==> config.mk <==
export PLATFORM = sky130hd
export DESIGN_NAME = amp_master_flat
export DESIGN_NICKNAME = d
export VERILOG_FILES = /design/src/amp_pkg.sv /design/src/amp_if.sv /design/src/amp_fifo.sv /design/src/amp_master.sv /design/src/flat_wrapper.sv
export VERILOG_INCLUDE_DIRS = /design/src
export SDC_FILE = /design/constraint.sdc
export NUM_CORES = 1
export LEC_CHECK = 0
export ABC_AREA = 0
export BUFFER_PORTS_ARGS = -buffer_cell sky130_fd_sc_hd__buf_4
export CORE_MARGIN = 2
export CORE_UTILIZATION = 49
export CTS_CLUSTER_SIZE = 25
export DETAILED_ROUTE_END_ITERATION = 16
export GPL_TIMING_DRIVEN = 0
export HOLD_SLACK_MARGIN = 0.05
export PLACE_DENSITY = 0.8
export REMOVE_ABC_BUFFERS = 1
export SYNTH_ARGS = -nofsm -noshare
export SYNTH_HDL_FRONTEND = slang
export SYNTH_SLANG_ARGS = --single-unit
==> constraint.sdc <==
create_clock -name clk -period 12.2 [get_ports clk]
set_input_delay 0.61 -clock clk [delete_from_list [all_inputs] [get_ports clk]]
set_output_delay 0.61 -clock clk [all_outputs]
set_load 0.005 [all_outputs]
==> src/amp_consts.svh <==
/*
  Constants for the master-port bridge: widths, encodings, timing counts.
  Assumes inclusion by bare name from amp_pkg, amp_master, amp_slave and the testbench.
*/
`ifndef AMP_CONSTS_SVH
`define AMP_CONSTS_SVH
`define AMP_DATA_W 64
`define AMP_STRB_W 8
`define AMP_ID_W 2
`define AMP_ADDR_W 32
`define AMP_RESP_W 2
`define AMP_LEN_W 4
`define AMP_SIZE_W 3
`define AMP_CACHE_W 4
`define AMP_PROT_W 3
`define AMP_USER_W 5
`define AMP_BURST_INCR 2'h1
`define AMP_BURST_WRAP 2'h2
`define AMP_LOCK_NORMAL 2'h0
`define AMP_LOCK_EXCL 2'h1
`define AMP_LOCK_LOCKED 2'h2
`define AMP_SIZE_64 3'h3
`define AMP_ATTR_WBWA 4'hF
`define AMP_USER_SHARED_POS 0
`define AMP_USER_ATTR_LSB 1
`define AMP_FIFO_DEPTH 8
`define AMP_CLKEN_RATIO 2
`endif

==> src/amp_pkg.sv <==
/*
  Types for the master-port bridge.
  Assumes amp_consts.svh is on the include path.
*/
`include "amp_consts.svh"
package amp_pkg;
  typedef logic [`AMP_ID_W-1:0] amp_id_t;
  typedef logic [`AMP_DATA_W-1:0] amp_data_t;
  typedef logic [`AMP_STRB_W-1:0] amp_strb_t;
  typedef logic [`AMP_ADDR_W-1:0] amp_addr_t;
  typedef logic [`AMP_RESP_W-1:0] amp_resp_t;
  typedef logic [`AMP_LEN_W-1:0] amp_len_t;
  typedef logic [`AMP_SIZE_W-1:0] amp_size_t;
  typedef logic [1:0] amp_burst_t;
  typedef logic [1:0] amp_lock_t;
  typedef logic [`AMP_CACHE_W-1:0] amp_cache_t;
  typedef logic [`AMP_PROT_W-1:0] amp_prot_t;
  typedef logic [`AMP_USER_W-1:0] amp_user_t;
endpackage

==> src/amp_if.sv <==
/*
  Bus between the processor-side master port and the system slave.
  Assumes both ends share clk and the bus clock enable.
*/
`timescale 1ns/1ps
interface amp_if;
  import amp_pkg::*;
  logic bus_clock_enable;
  amp_data_t wdata;
  amp_strb_t wstrb;
  amp_id_t wid;
  logic wlast;
  logic wvalid;
  logic wready;
  amp_id_t bid;
  amp_resp_t bresp;
  logic bvalid;
  logic bready;
  amp_addr_t araddr;
  amp_id_t arid;
  amp_burst_t arburst;
  amp_len_t arlen;
  amp_size_t arsize;
  amp_lock_t arlock;
  amp_cache_t arcache;
  amp_prot_t arprot;
  amp_user_t aruser;
  logic arvalid;
  logic arready;
  amp_data_t rdata;
  amp_resp_t rresp;
  logic rlast;
  amp_id_t rid;
  logic rvalid;
  logic rready;
  modport master (
    input bus_clock_enable,
    output wdata, wstrb, wid, wlast, wvalid, input wready,
    input bid, bresp, bvalid, output bready,
    output araddr, arid, arburst, arlen, arsize, arlock, arcache, arprot, aruser, arvalid,
    input arready,
    input rdata, rresp, rlast, rid, rvalid, output rready
  );
  modport slave (
    output bus_clock_enable,
    input wdata, wstrb, wid, wlast, wvalid, output wready,
    output bid, bresp, bvalid, input bready,
    input araddr, arid, arburst, arlen, arsize, arlock, arcache, arprot, aruser, arvalid,
    output arready,
    output rdata, rresp, rlast, rid, rvalid, input rready
  );
endinterface

==> src/amp_fifo.sv <==
/*
  Synchronous FIFO with valid/ready on both sides.
  Assumes one clock; advance gates both sides so it follows the bus rate.
*/
`timescale 1ns/1ps
module amp_fifo #(
  parameter int WIDTH = 8,
  parameter int DEPTH = 8
) (
  input wire logic clk,
  input wire logic rst,
  input wire logic advance,
  input wire logic [WIDTH-1:0] in_data,
  input wire logic in_valid,
  output logic in_ready,
  output logic [WIDTH-1:0] out_data,
  output logic out_valid,
  input wire logic out_ready
);
  localparam int AW = $clog2(DEPTH);
  logic [WIDTH-1:0] mem [DEPTH];
  logic [AW-1:0] wptr;
  logic [AW-1:0] rptr;
  logic [AW:0] count;
  logic push;
  logic pop;

  assign in_ready = (count != (AW+1)'(DEPTH));
  assign out_valid = (count != '0);
  assign out_data = mem[rptr];
  assign push = advance && in_valid && in_ready;
  assign pop = advance && out_valid && out_ready;

  always_ff @(posedge clk)
  begin
    if (push)
    begin
      mem[wptr] <= in_data;
    end
  end

  always_ff @(posedge clk or posedge rst)
  begin
    if (rst)
    begin
      wptr <= '0;
      rptr <= '0;
      count <= '0;
    end
    else
    begin
      if (push)
      begin
        wptr <= (wptr == AW'(DEPTH-1)) ? '0 : wptr + 1'b1;
      end
      if (pop)
      begin
        rptr <= (rptr == AW'(DEPTH-1)) ? '0 : rptr + 1'b1;
      end
      count <= count + (AW+1)'(push) - (AW+1)'(pop);
    end
  end
endmodule

==> src/amp_master.sv <==
/*
  Processor-side end of the first 64-bit master port: write data, write
  response, read address and read data channels. Write beats pass through
  an 8-word FIFO before the bus. Assumes the slave end drives the bus
  clock enable and keeps the valid/ready handshake.
*/
`timescale 1ns/1ps
`include "amp_consts.svh"

module amp_master
  import amp_pkg::*;
(
  input wire logic clk,
  input wire logic rst,
  amp_if.master bus,
  input wire amp_pkg::amp_data_t user_wdata,
  input wire amp_pkg::amp_strb_t user_wstrb,
  input wire amp_pkg::amp_id_t user_wid,
  input wire logic user_wlast,
  input wire logic user_wvalid,
  output logic user_wready,
  output amp_pkg::amp_id_t user_bid,
  output amp_pkg::amp_resp_t user_bresp,
  output logic user_bvalid,
  input wire amp_pkg::amp_addr_t user_araddr,
  input wire amp_pkg::amp_id_t user_arid,
  input wire logic user_arwrap,
  input wire amp_pkg::amp_len_t user_arlen,
  input wire amp_pkg::amp_size_t user_arsize,
  input wire amp_pkg::amp_lock_t user_arlock,
  input wire amp_pkg::amp_cache_t user_arcache,
  input wire amp_pkg::amp_prot_t user_arprot,
  input wire logic [3:0] user_arattr,
  input wire logic user_arshared,
  input wire logic user_arvalid,
  output logic user_arready,
  output amp_pkg::amp_data_t user_rdata,
  output amp_pkg::amp_resp_t user_rresp,
  output logic user_rlast,
  output amp_pkg::amp_id_t user_rid,
  output logic user_rvalid
);
  import amp_pkg::*;

  localparam int WW = `AMP_DATA_W + `AMP_STRB_W + `AMP_ID_W + 1;

  // ------------------------------------------------------------
  // Helpers
  // ------------------------------------------------------------
  // Only the two legal burst codes can ever leave the port
  function automatic amp_burst_t burst_code(input logic wrap);
    burst_code = wrap ? `AMP_BURST_WRAP : `AMP_BURST_INCR;
  endfunction

  // Reserved lock code 11 is folded to a normal access
  function automatic amp_lock_t lock_code(input amp_lock_t l);
    lock_code = (l == 2'h3) ? `AMP_LOCK_NORMAL : l;
  endfunction

  // Beats above 64 bits are not possible on this port
  function automatic amp_size_t size_code(input amp_size_t s);
    size_code = (s > `AMP_SIZE_64) ? `AMP_SIZE_64 : s;
  endfunction

  logic ce;
  assign ce = bus.bus_clock_enable;

  // ------------------------------------------------------------
  // Write data path through the FIFO
  // ------------------------------------------------------------
  logic [WW-1:0] fifo_out;
  logic fifo_valid;
  logic fifo_pop_ready;
  logic fifo_in_ready;

  amp_fifo #(
    .WIDTH(WW),
    .DEPTH(`AMP_FIFO_DEPTH)
  ) u_wfifo (
    .clk(clk),
    .rst(rst),
    .advance(1'b1),
    .in_data({user_wdata, user_wstrb, user_wid, user_wlast}),
    .in_valid(user_wvalid && !user_wready),
    .in_ready(fifo_in_ready),
    .out_data(fifo_out),
    .out_valid(fifo_valid),
    .out_ready(fifo_pop_ready)
  );

  // One-cycle acceptance pulse toward the user keeps this output registered
  always_ff @(posedge clk or posedge rst)
  begin
    if (rst)
    begin
      user_wready <= 1'b0;
    end
    else
    begin
      user_wready <= user_wvalid && !user_wready && fifo_in_ready;
    end
  end

  // Output stage: a beat is loaded only on an enabled cycle, when the bus slot
  // is empty or drained, so the bus side never moves between enable pulses
  assign fifo_pop_ready = ce && (!bus.wvalid || bus.wready);

  always_ff @(posedge clk or posedge rst)
  begin
    if (rst)
    begin
      bus.wvalid <= 1'b0;
      bus.wdata <= '0;
      bus.wstrb <= '0;
      bus.wid <= '0;
      bus.wlast <= 1'b0;
    end
    else if (fifo_pop_ready)
    begin
      bus.wvalid <= fifo_valid;
      if (fifo_valid)
      begin
        {bus.wdata, bus.wstrb, bus.wid, bus.wlast} <= fifo_out;
      end
    end
  end

  // ------------------------------------------------------------
  // Write response
  // ------------------------------------------------------------
  always_ff @(posedge clk or posedge rst)
  begin
    if (rst)
    begin
      bus.bready <= 1'b0;
      user_bvalid <= 1'b0;
      user_bid <= '0;
      user_bresp <= '0;
    end
    else
    begin
      bus.bready <= 1'b1;
      user_bvalid <= ce && bus.bvalid && bus.bready;
      if (ce && bus.bvalid && bus.bready)
      begin
        user_bid <= bus.bid;
        user_bresp <= bus.bresp;
      end
    end
  end

  // ------------------------------------------------------------
  // Read address
  // ------------------------------------------------------------
  always_ff @(posedge clk or posedge rst)
  begin
    if (rst)
    begin
      bus.arvalid <= 1'b0;
      bus.araddr <= '0;
      bus.arid <= '0;
      bus.arburst <= `AMP_BURST_INCR;
      bus.arlen <= '0;
      bus.arsize <= '0;
      bus.arlock <= `AMP_LOCK_NORMAL;
      bus.arcache <= '0;
      bus.arprot <= '0;
      bus.aruser <= '0;
      user_arready <= 1'b0;
    end
    else
    begin
      user_arready <= 1'b0;
      if (bus.arvalid)
      begin
        if (ce && bus.arready)
        begin
          bus.arvalid <= 1'b0;
        end
      end
      else if (ce && user_arvalid && !user_arready)
      begin
        bus.arvalid <= 1'b1;
        bus.araddr <= user_araddr;
        bus.arid <= user_arid;
        bus.arburst <= burst_code(user_arwrap);
        bus.arlen <= user_arlen;
        bus.arsize <= size_code(user_arsize);
        bus.arlock <= lock_code(user_arlock);
        bus.arcache <= user_arcache;
        bus.arprot <= user_arprot;
        bus.aruser <= {user_arattr, user_arshared};
        user_arready <= 1'b1;
      end
    end
  end

  // ------------------------------------------------------------
  // Read data
  // ------------------------------------------------------------
  always_ff @(posedge clk or posedge rst)
  begin
    if (rst)
    begin
      bus.rready <= 1'b0;
      user_rvalid <= 1'b0;
      user_rdata <= '0;
      user_rresp <= '0;
      user_rlast <= 1'b0;
      user_rid <= '0;
    end
    else
    begin
      bus.rready <= 1'b1;
      user_rvalid <= ce && bus.rvalid && bus.rready;
      if (ce && bus.rvalid && bus.rready)
      begin
        user_rdata <= bus.rdata;
        user_rresp <= bus.rresp;
        user_rlast <= bus.rlast;
        user_rid <= bus.rid;
      end
    end
  end
endmodule

==> src/flat_wrapper.sv <==
// flat-port wrapper written by rule: the top's interface ports become plain ports
module amp_master_flat import amp_pkg::*;
  (clk, rst, user_wdata, user_wstrb, user_wid, user_wlast, user_wvalid, user_wready, user_bid, user_bresp, user_bvalid, user_araddr, user_arid, user_arwrap, user_arlen, user_arsize, user_arlock, user_arcache, user_arprot, user_arattr, user_arshared, user_arvalid, user_arready, user_rdata, user_rresp, user_rlast, user_rid, user_rvalid, bus_bus_clock_enable, bus_wdata, bus_wstrb, bus_wid, bus_wlast, bus_wvalid, bus_wready, bus_bid, bus_bresp, bus_bvalid, bus_bready, bus_araddr, bus_arid, bus_arburst, bus_arlen, bus_arsize, bus_arlock, bus_arcache, bus_arprot, bus_aruser, bus_arvalid, bus_arready, bus_rdata, bus_rresp, bus_rlast, bus_rid, bus_rvalid, bus_rready);
  amp_if bus_i ();
  input wire logic clk;
  input wire logic rst;
  input wire amp_pkg::amp_data_t user_wdata;
  input wire amp_pkg::amp_strb_t user_wstrb;
  input wire amp_pkg::amp_id_t user_wid;
  input wire logic user_wlast;
  input wire logic user_wvalid;
  output logic user_wready;
  output amp_pkg::amp_id_t user_bid;
  output amp_pkg::amp_resp_t user_bresp;
  output logic user_bvalid;
  input wire amp_pkg::amp_addr_t user_araddr;
  input wire amp_pkg::amp_id_t user_arid;
  input wire logic user_arwrap;
  input wire amp_pkg::amp_len_t user_arlen;
  input wire amp_pkg::amp_size_t user_arsize;
  input wire amp_pkg::amp_lock_t user_arlock;
  input wire amp_pkg::amp_cache_t user_arcache;
  input wire amp_pkg::amp_prot_t user_arprot;
  input wire logic [3:0] user_arattr;
  input wire logic user_arshared;
  input wire logic user_arvalid;
  output logic user_arready;
  output amp_pkg::amp_data_t user_rdata;
  output amp_pkg::amp_resp_t user_rresp;
  output logic user_rlast;
  output amp_pkg::amp_id_t user_rid;
  output logic user_rvalid;
  input wire logic [$bits(bus_i.bus_clock_enable)-1:0] bus_bus_clock_enable;
  output wire logic [$bits(bus_i.wdata)-1:0] bus_wdata;
  output wire logic [$bits(bus_i.wstrb)-1:0] bus_wstrb;
  output wire logic [$bits(bus_i.wid)-1:0] bus_wid;
  output wire logic [$bits(bus_i.wlast)-1:0] bus_wlast;
  output wire logic [$bits(bus_i.wvalid)-1:0] bus_wvalid;
  input wire logic [$bits(bus_i.wready)-1:0] bus_wready;
  input wire logic [$bits(bus_i.bid)-1:0] bus_bid;
  input wire logic [$bits(bus_i.bresp)-1:0] bus_bresp;
  input wire logic [$bits(bus_i.bvalid)-1:0] bus_bvalid;
  output wire logic [$bits(bus_i.bready)-1:0] bus_bready;
  output wire logic [$bits(bus_i.araddr)-1:0] bus_araddr;
  output wire logic [$bits(bus_i.arid)-1:0] bus_arid;
  output wire logic [$bits(bus_i.arburst)-1:0] bus_arburst;
  output wire logic [$bits(bus_i.arlen)-1:0] bus_arlen;
  output wire logic [$bits(bus_i.arsize)-1:0] bus_arsize;
  output wire logic [$bits(bus_i.arlock)-1:0] bus_arlock;
  output wire logic [$bits(bus_i.arcache)-1:0] bus_arcache;
  output wire logic [$bits(bus_i.arprot)-1:0] bus_arprot;
  output wire logic [$bits(bus_i.aruser)-1:0] bus_aruser;
  output wire logic [$bits(bus_i.arvalid)-1:0] bus_arvalid;
  input wire logic [$bits(bus_i.arready)-1:0] bus_arready;
  input wire logic [$bits(bus_i.rdata)-1:0] bus_rdata;
  input wire logic [$bits(bus_i.rresp)-1:0] bus_rresp;
  input wire logic [$bits(bus_i.rlast)-1:0] bus_rlast;
  input wire logic [$bits(bus_i.rid)-1:0] bus_rid;
  input wire logic [$bits(bus_i.rvalid)-1:0] bus_rvalid;
  output wire logic [$bits(bus_i.rready)-1:0] bus_rready;
  assign bus_i.bus_clock_enable = bus_bus_clock_enable;
  assign bus_wdata = bus_i.wdata;
  assign bus_wstrb = bus_i.wstrb;
  assign bus_wid = bus_i.wid;
  assign bus_wlast = bus_i.wlast;
  assign bus_wvalid = bus_i.wvalid;
  assign bus_i.wready = bus_wready;
  assign bus_i.bid = bus_bid;
  assign bus_i.bresp = bus_bresp;
  assign bus_i.bvalid = bus_bvalid;
  assign bus_bready = bus_i.bready;
  assign bus_araddr = bus_i.araddr;
  assign bus_arid = bus_i.arid;
  assign bus_arburst = bus_i.arburst;
  assign bus_arlen = bus_i.arlen;
  assign bus_arsize = bus_i.arsize;
  assign bus_arlock = bus_i.arlock;
  assign bus_arcache = bus_i.arcache;
  assign bus_arprot = bus_i.arprot;
  assign bus_aruser = bus_i.aruser;
  assign bus_arvalid = bus_i.arvalid;
  assign bus_i.arready = bus_arready;
  assign bus_i.rdata = bus_rdata;
  assign bus_i.rresp = bus_rresp;
  assign bus_i.rlast = bus_rlast;
  assign bus_i.rid = bus_rid;
  assign bus_i.rvalid = bus_rvalid;
  assign bus_rready = bus_i.rready;
  amp_master u_core (.clk(clk), .rst(rst), .bus(bus_i), .user_wdata(user_wdata), .user_wstrb(user_wstrb), .user_wid(user_wid), .user_wlast(user_wlast), .user_wvalid(user_wvalid), .user_wready(user_wready), .user_bid(user_bid), .user_bresp(user_bresp), .user_bvalid(user_bvalid), .user_araddr(user_araddr), .user_arid(user_arid), .user_arwrap(user_arwrap), .user_arlen(user_arlen), .user_arsize(user_arsize), .user_arlock(user_arlock), .user_arcache(user_arcache), .user_arprot(user_arprot), .user_arattr(user_arattr), .user_arshared(user_arshared), .user_arvalid(user_arvalid), .user_arready(user_arready), .user_rdata(user_rdata), .user_rresp(user_rresp), .user_rlast(user_rlast), .user_rid(user_rid), .user_rvalid(user_rvalid));
endmodule
==> impl_metrics.csv <==
group,metric,value,unit
cts,post_cts_buffers,0,
cts,clock_path_buffers,3,
route,vias_per_cell,5.75,
place,preCtsSetupSlack,8.07,ns
yosys,ys_ff_latch,822,
yosys,yosysTopAreaCellShare,0.567,
place,dp_hpwl,56.0,mm
global_routing,grt_overflow,0,
route,wl_per_cell,25.9,µm
yosys,synth_ff_type,"edfxtp_1",
timing,finalClockSkew,0.0324,ns
cells_and_area,final_util,0.618,
min_path,worstHoldPathType,"input pin to flop",
cts,postCtsHoldBufs,1,
global_routing,antenna_found_initial,8,
timing,rsz0062_at_grt,"no",
worst_setup_path,cp.required,12.72,ns
cells_and_area,layout.nets,2489,
worst_setup_path,reg2reg_depth,12,
timing,setup_viol,0,
cts,cts_resized,0,
route,firstDrtPassIters,5,
power_and_ir_drop,ir_drop,0.155,mV
global_routing,grt_use_total,0.243,
yosys,synth.most_common_cell,"edfxtp_1",
cts,clock-sinks,822,
power_and_ir_drop,p_per_area,225,nW/µm²
cells_and_area,area_growth,25.1,%
cts,cts_buffers,83,
power_and_ir_drop,p_total,8.93,mW
route,vias,18400,
yosys,post_synth_inst_count,1740,
timing,slew_viol_final,0,
die,io_pins,426,
yosys,synth_edf_count,600,
cts,insertion_delay,0.63,ns
run_status,status,"finished clean",
timing,min_period,4.09,ns
timing,fin_ws,8.11,ns
place,gp_congestion,0.921,
yosys,synth_area_per_cell,18.2,µm²
place,place_inst,3034,
timing,hold_ws,0.136,ns
yosys,ys_seq_area_frac,0.742,
route,ant_nets,0,
global_routing,grt_max_degree,86,
yosys,yosys-top-cells-count,"edfxtp_1 (600), mux2_2 (280), dfrtp_1 (221), mux2i_1 (150), o31ai_1 (100)",
worst_setup_path,critPathLaunchType,"flop",
die,fp.dieArea,66900,µm²
route,initialDrtViolationCount,1254,
cells_and_area,final_cell_count_no_fill,3198,
timing,hold_viol,0,
power_and_ir_drop,p_leak,15.3,nW
worst_setup_path,path_class,"flop to flop",
cells_and_area,final_layout_size_suffix_gt1_frac,0.444,
yosys,yosys_warnings,0,
die,die_w,259,µm
cts,clkTransAtPathRegs,0.06,ns
timing,fmax,245,MHz
job,maxCapViolations,0,
worst_setup_path,cp_max_fo,39,
yosys,synth_cell_types,37,
cts,htreeDepth,3,
die,core_area,64200,µm²
place,portBuffers,425,
cts,cts_tree,"yes",
route,wirelength,82.7,mm
timing,worst_slew_pin_slew,1.23,ns
yosys,syn_area,31800,µm²
cts,cts-root-buf,"clkbuf_16",
global_routing,grt_pass1_wl,120,mm
route,drc,0,
yosys,synthArstFlopShare,0.270,
die,die-height,259,µm
die,initial_core_util,0.494,
timing,post-route-period-util,0.335,
min_path,hold_depth,2,
global_routing,grt_pass1_vias,19000,
yosys,synth_top_cell_by_area,"edfxtp_1",
timing,maxSlewHeadroom,0.180,
worst_setup_path,end_kind,"flop",
yosys,ys_top_cells_by_area,"edfxtp_1 (57%), dfrtp_1 (17%), mux2_2 (9.9%)",
worst_setup_path,critPathArrivalTime,4.60,ns
die,rows,93,
metal layers:
layer	up-vias	track usage	wire [µm]
li1	7977	-	-
met4	0	0.109	2820
met1	9475	0.286	30800
met5	-	0	0
met2	772	0.426	43000
met3	154	0.0557	6120
worst paths after layout:
check / from / endpoint / slack, ns
min: user_arwrap / u_core.bus.arburst[0] / 0.14
max in group asynchronous: rst / u_core.u_wfifo.rptr[0] / 10.30
min reg2reg: u_core.bus.arsize[2] / u_core.bus.arsize[2] / 0.51
min in group asynchronous: rst / u_core.bus.araddr[23] / 0.60
max reg2reg: u_core.u_wfifo.count[2] / u_core.u_wfifo.count[2] / 8.11
max: u_core.u_wfifo.count[2] / u_core.u_wfifo.count[2] / 8.11
report_power, final:
| group | internal (mW) | switching, mW | leakage, nW | total [mW] |
|---|---|---|---|---|
| registers | 3.50 | 0.275 | 8.08 | 3.77 |
| clock network | 1.44 | 1.05 | 1.32 | 2.49 |
| logic | 1.30 | 1.37 | 5.95 | 2.67 |
| total | 6.23 | 2.70 | 15.3 | 8.93 |
final cells by class:
cell class	count	area (µm²)
clock inverters	44	385
diodes	9	22.5
clock buffers	110	2290
inverters	14	62.6
multi-input cells	788	7690
repair buffers	556	4610
flip-flops and latches	822	23600
well taps	855	1070
fillers	4519	24500
cell usage in the layout, fill, tap and decap left out, types with 3 or more instances in the layout:
cell type,synthesis,routed
edfxtp_1,600,600
buf_4,2,505
mux2_2,280,280
dfrtp_1,221,220
mux2i_1,150,150
o31ai_1,100,100
clkbuf_16,0,85
a22o_1,75,75
o22ai_1,75,75
o31ai_2,50,50
buf_6,6,30
clkinv_2,0,20
clkbuf_1,53,18
inv_1,12,11
buf_16,0,11
ha_1,10,10
diode_2,0,9
nor2_1,9,8
clkinv_1,0,7
clkbuf_8,0,7
buf_12,0,7
bufinv_16,0,5
a21oi_1,4,4
nor4b_2,0,4
inv_6,0,4
clkinvlp_4,0,4
a21o_1,3,3
nand2_1,4,3
nor2b_1,5,3
registers in the layout, indices dropped and copies added, names as in the netlist, 4 cells and up:
| name | flops |
|---|---|
| u_core.u_wfifo.mem | 600 |
| u_core.bus.arlen | 4 |
| u_core.bus.araddr | 32 |
| u_core.bus.wstrb | 8 |
| u_core.u_wfifo.count | 4 |
| u_core.bus.aruser | 5 |
| u_core.user_rdata | 64 |
| u_core.bus.wdata | 64 |
| u_core.bus.arcache | 4 |
per-stage QoR:
| step | TNS, ns | cell area, µm² |
|---|---|---|
| 6_report | 0 | 39700 |
| 3_3_place_gp | -2760.33 | 35500 |
| 2_1_floorplan | 0 | 31200 |
| 4_1_cts | 0 | 39700 |
| 3_5_place_dp | 0 | 37000 |
| 5_1_grt | 0 | 39700 |
critical path, cell delays in order, from the launching register on:
cell and delay [ns]:
dfrtp_1 0.36, inv_1 0.10, ha_1 0.15, nor3b_2 0.69, buf_6 0.27, or3_4 0.70, buf_16 0.37, inv_2 0.15
ha_1 0.30, inv_1 0.04, ha_1 0.21, fa_1 0.41, xor2_1 0.17
cells by family (layout without fill, tap and decap cells):
family	Yosys count	after routing	synth area share
XOR/XNOR	2	2	0.000552
other	1	10	0.000118
multiplexers	430	430	0.147
adder cells (fa/ha/maj)	11	11	0.00457
buffers and inverters	130	724	0.0189
AO/OA/AOI/OAI	310	310	0.0807
flip-flops	822	822	0.742
AND/OR/NAND/NOR	34	34	0.00611
No activity file was read; power rests on OpenSTA's default activity.
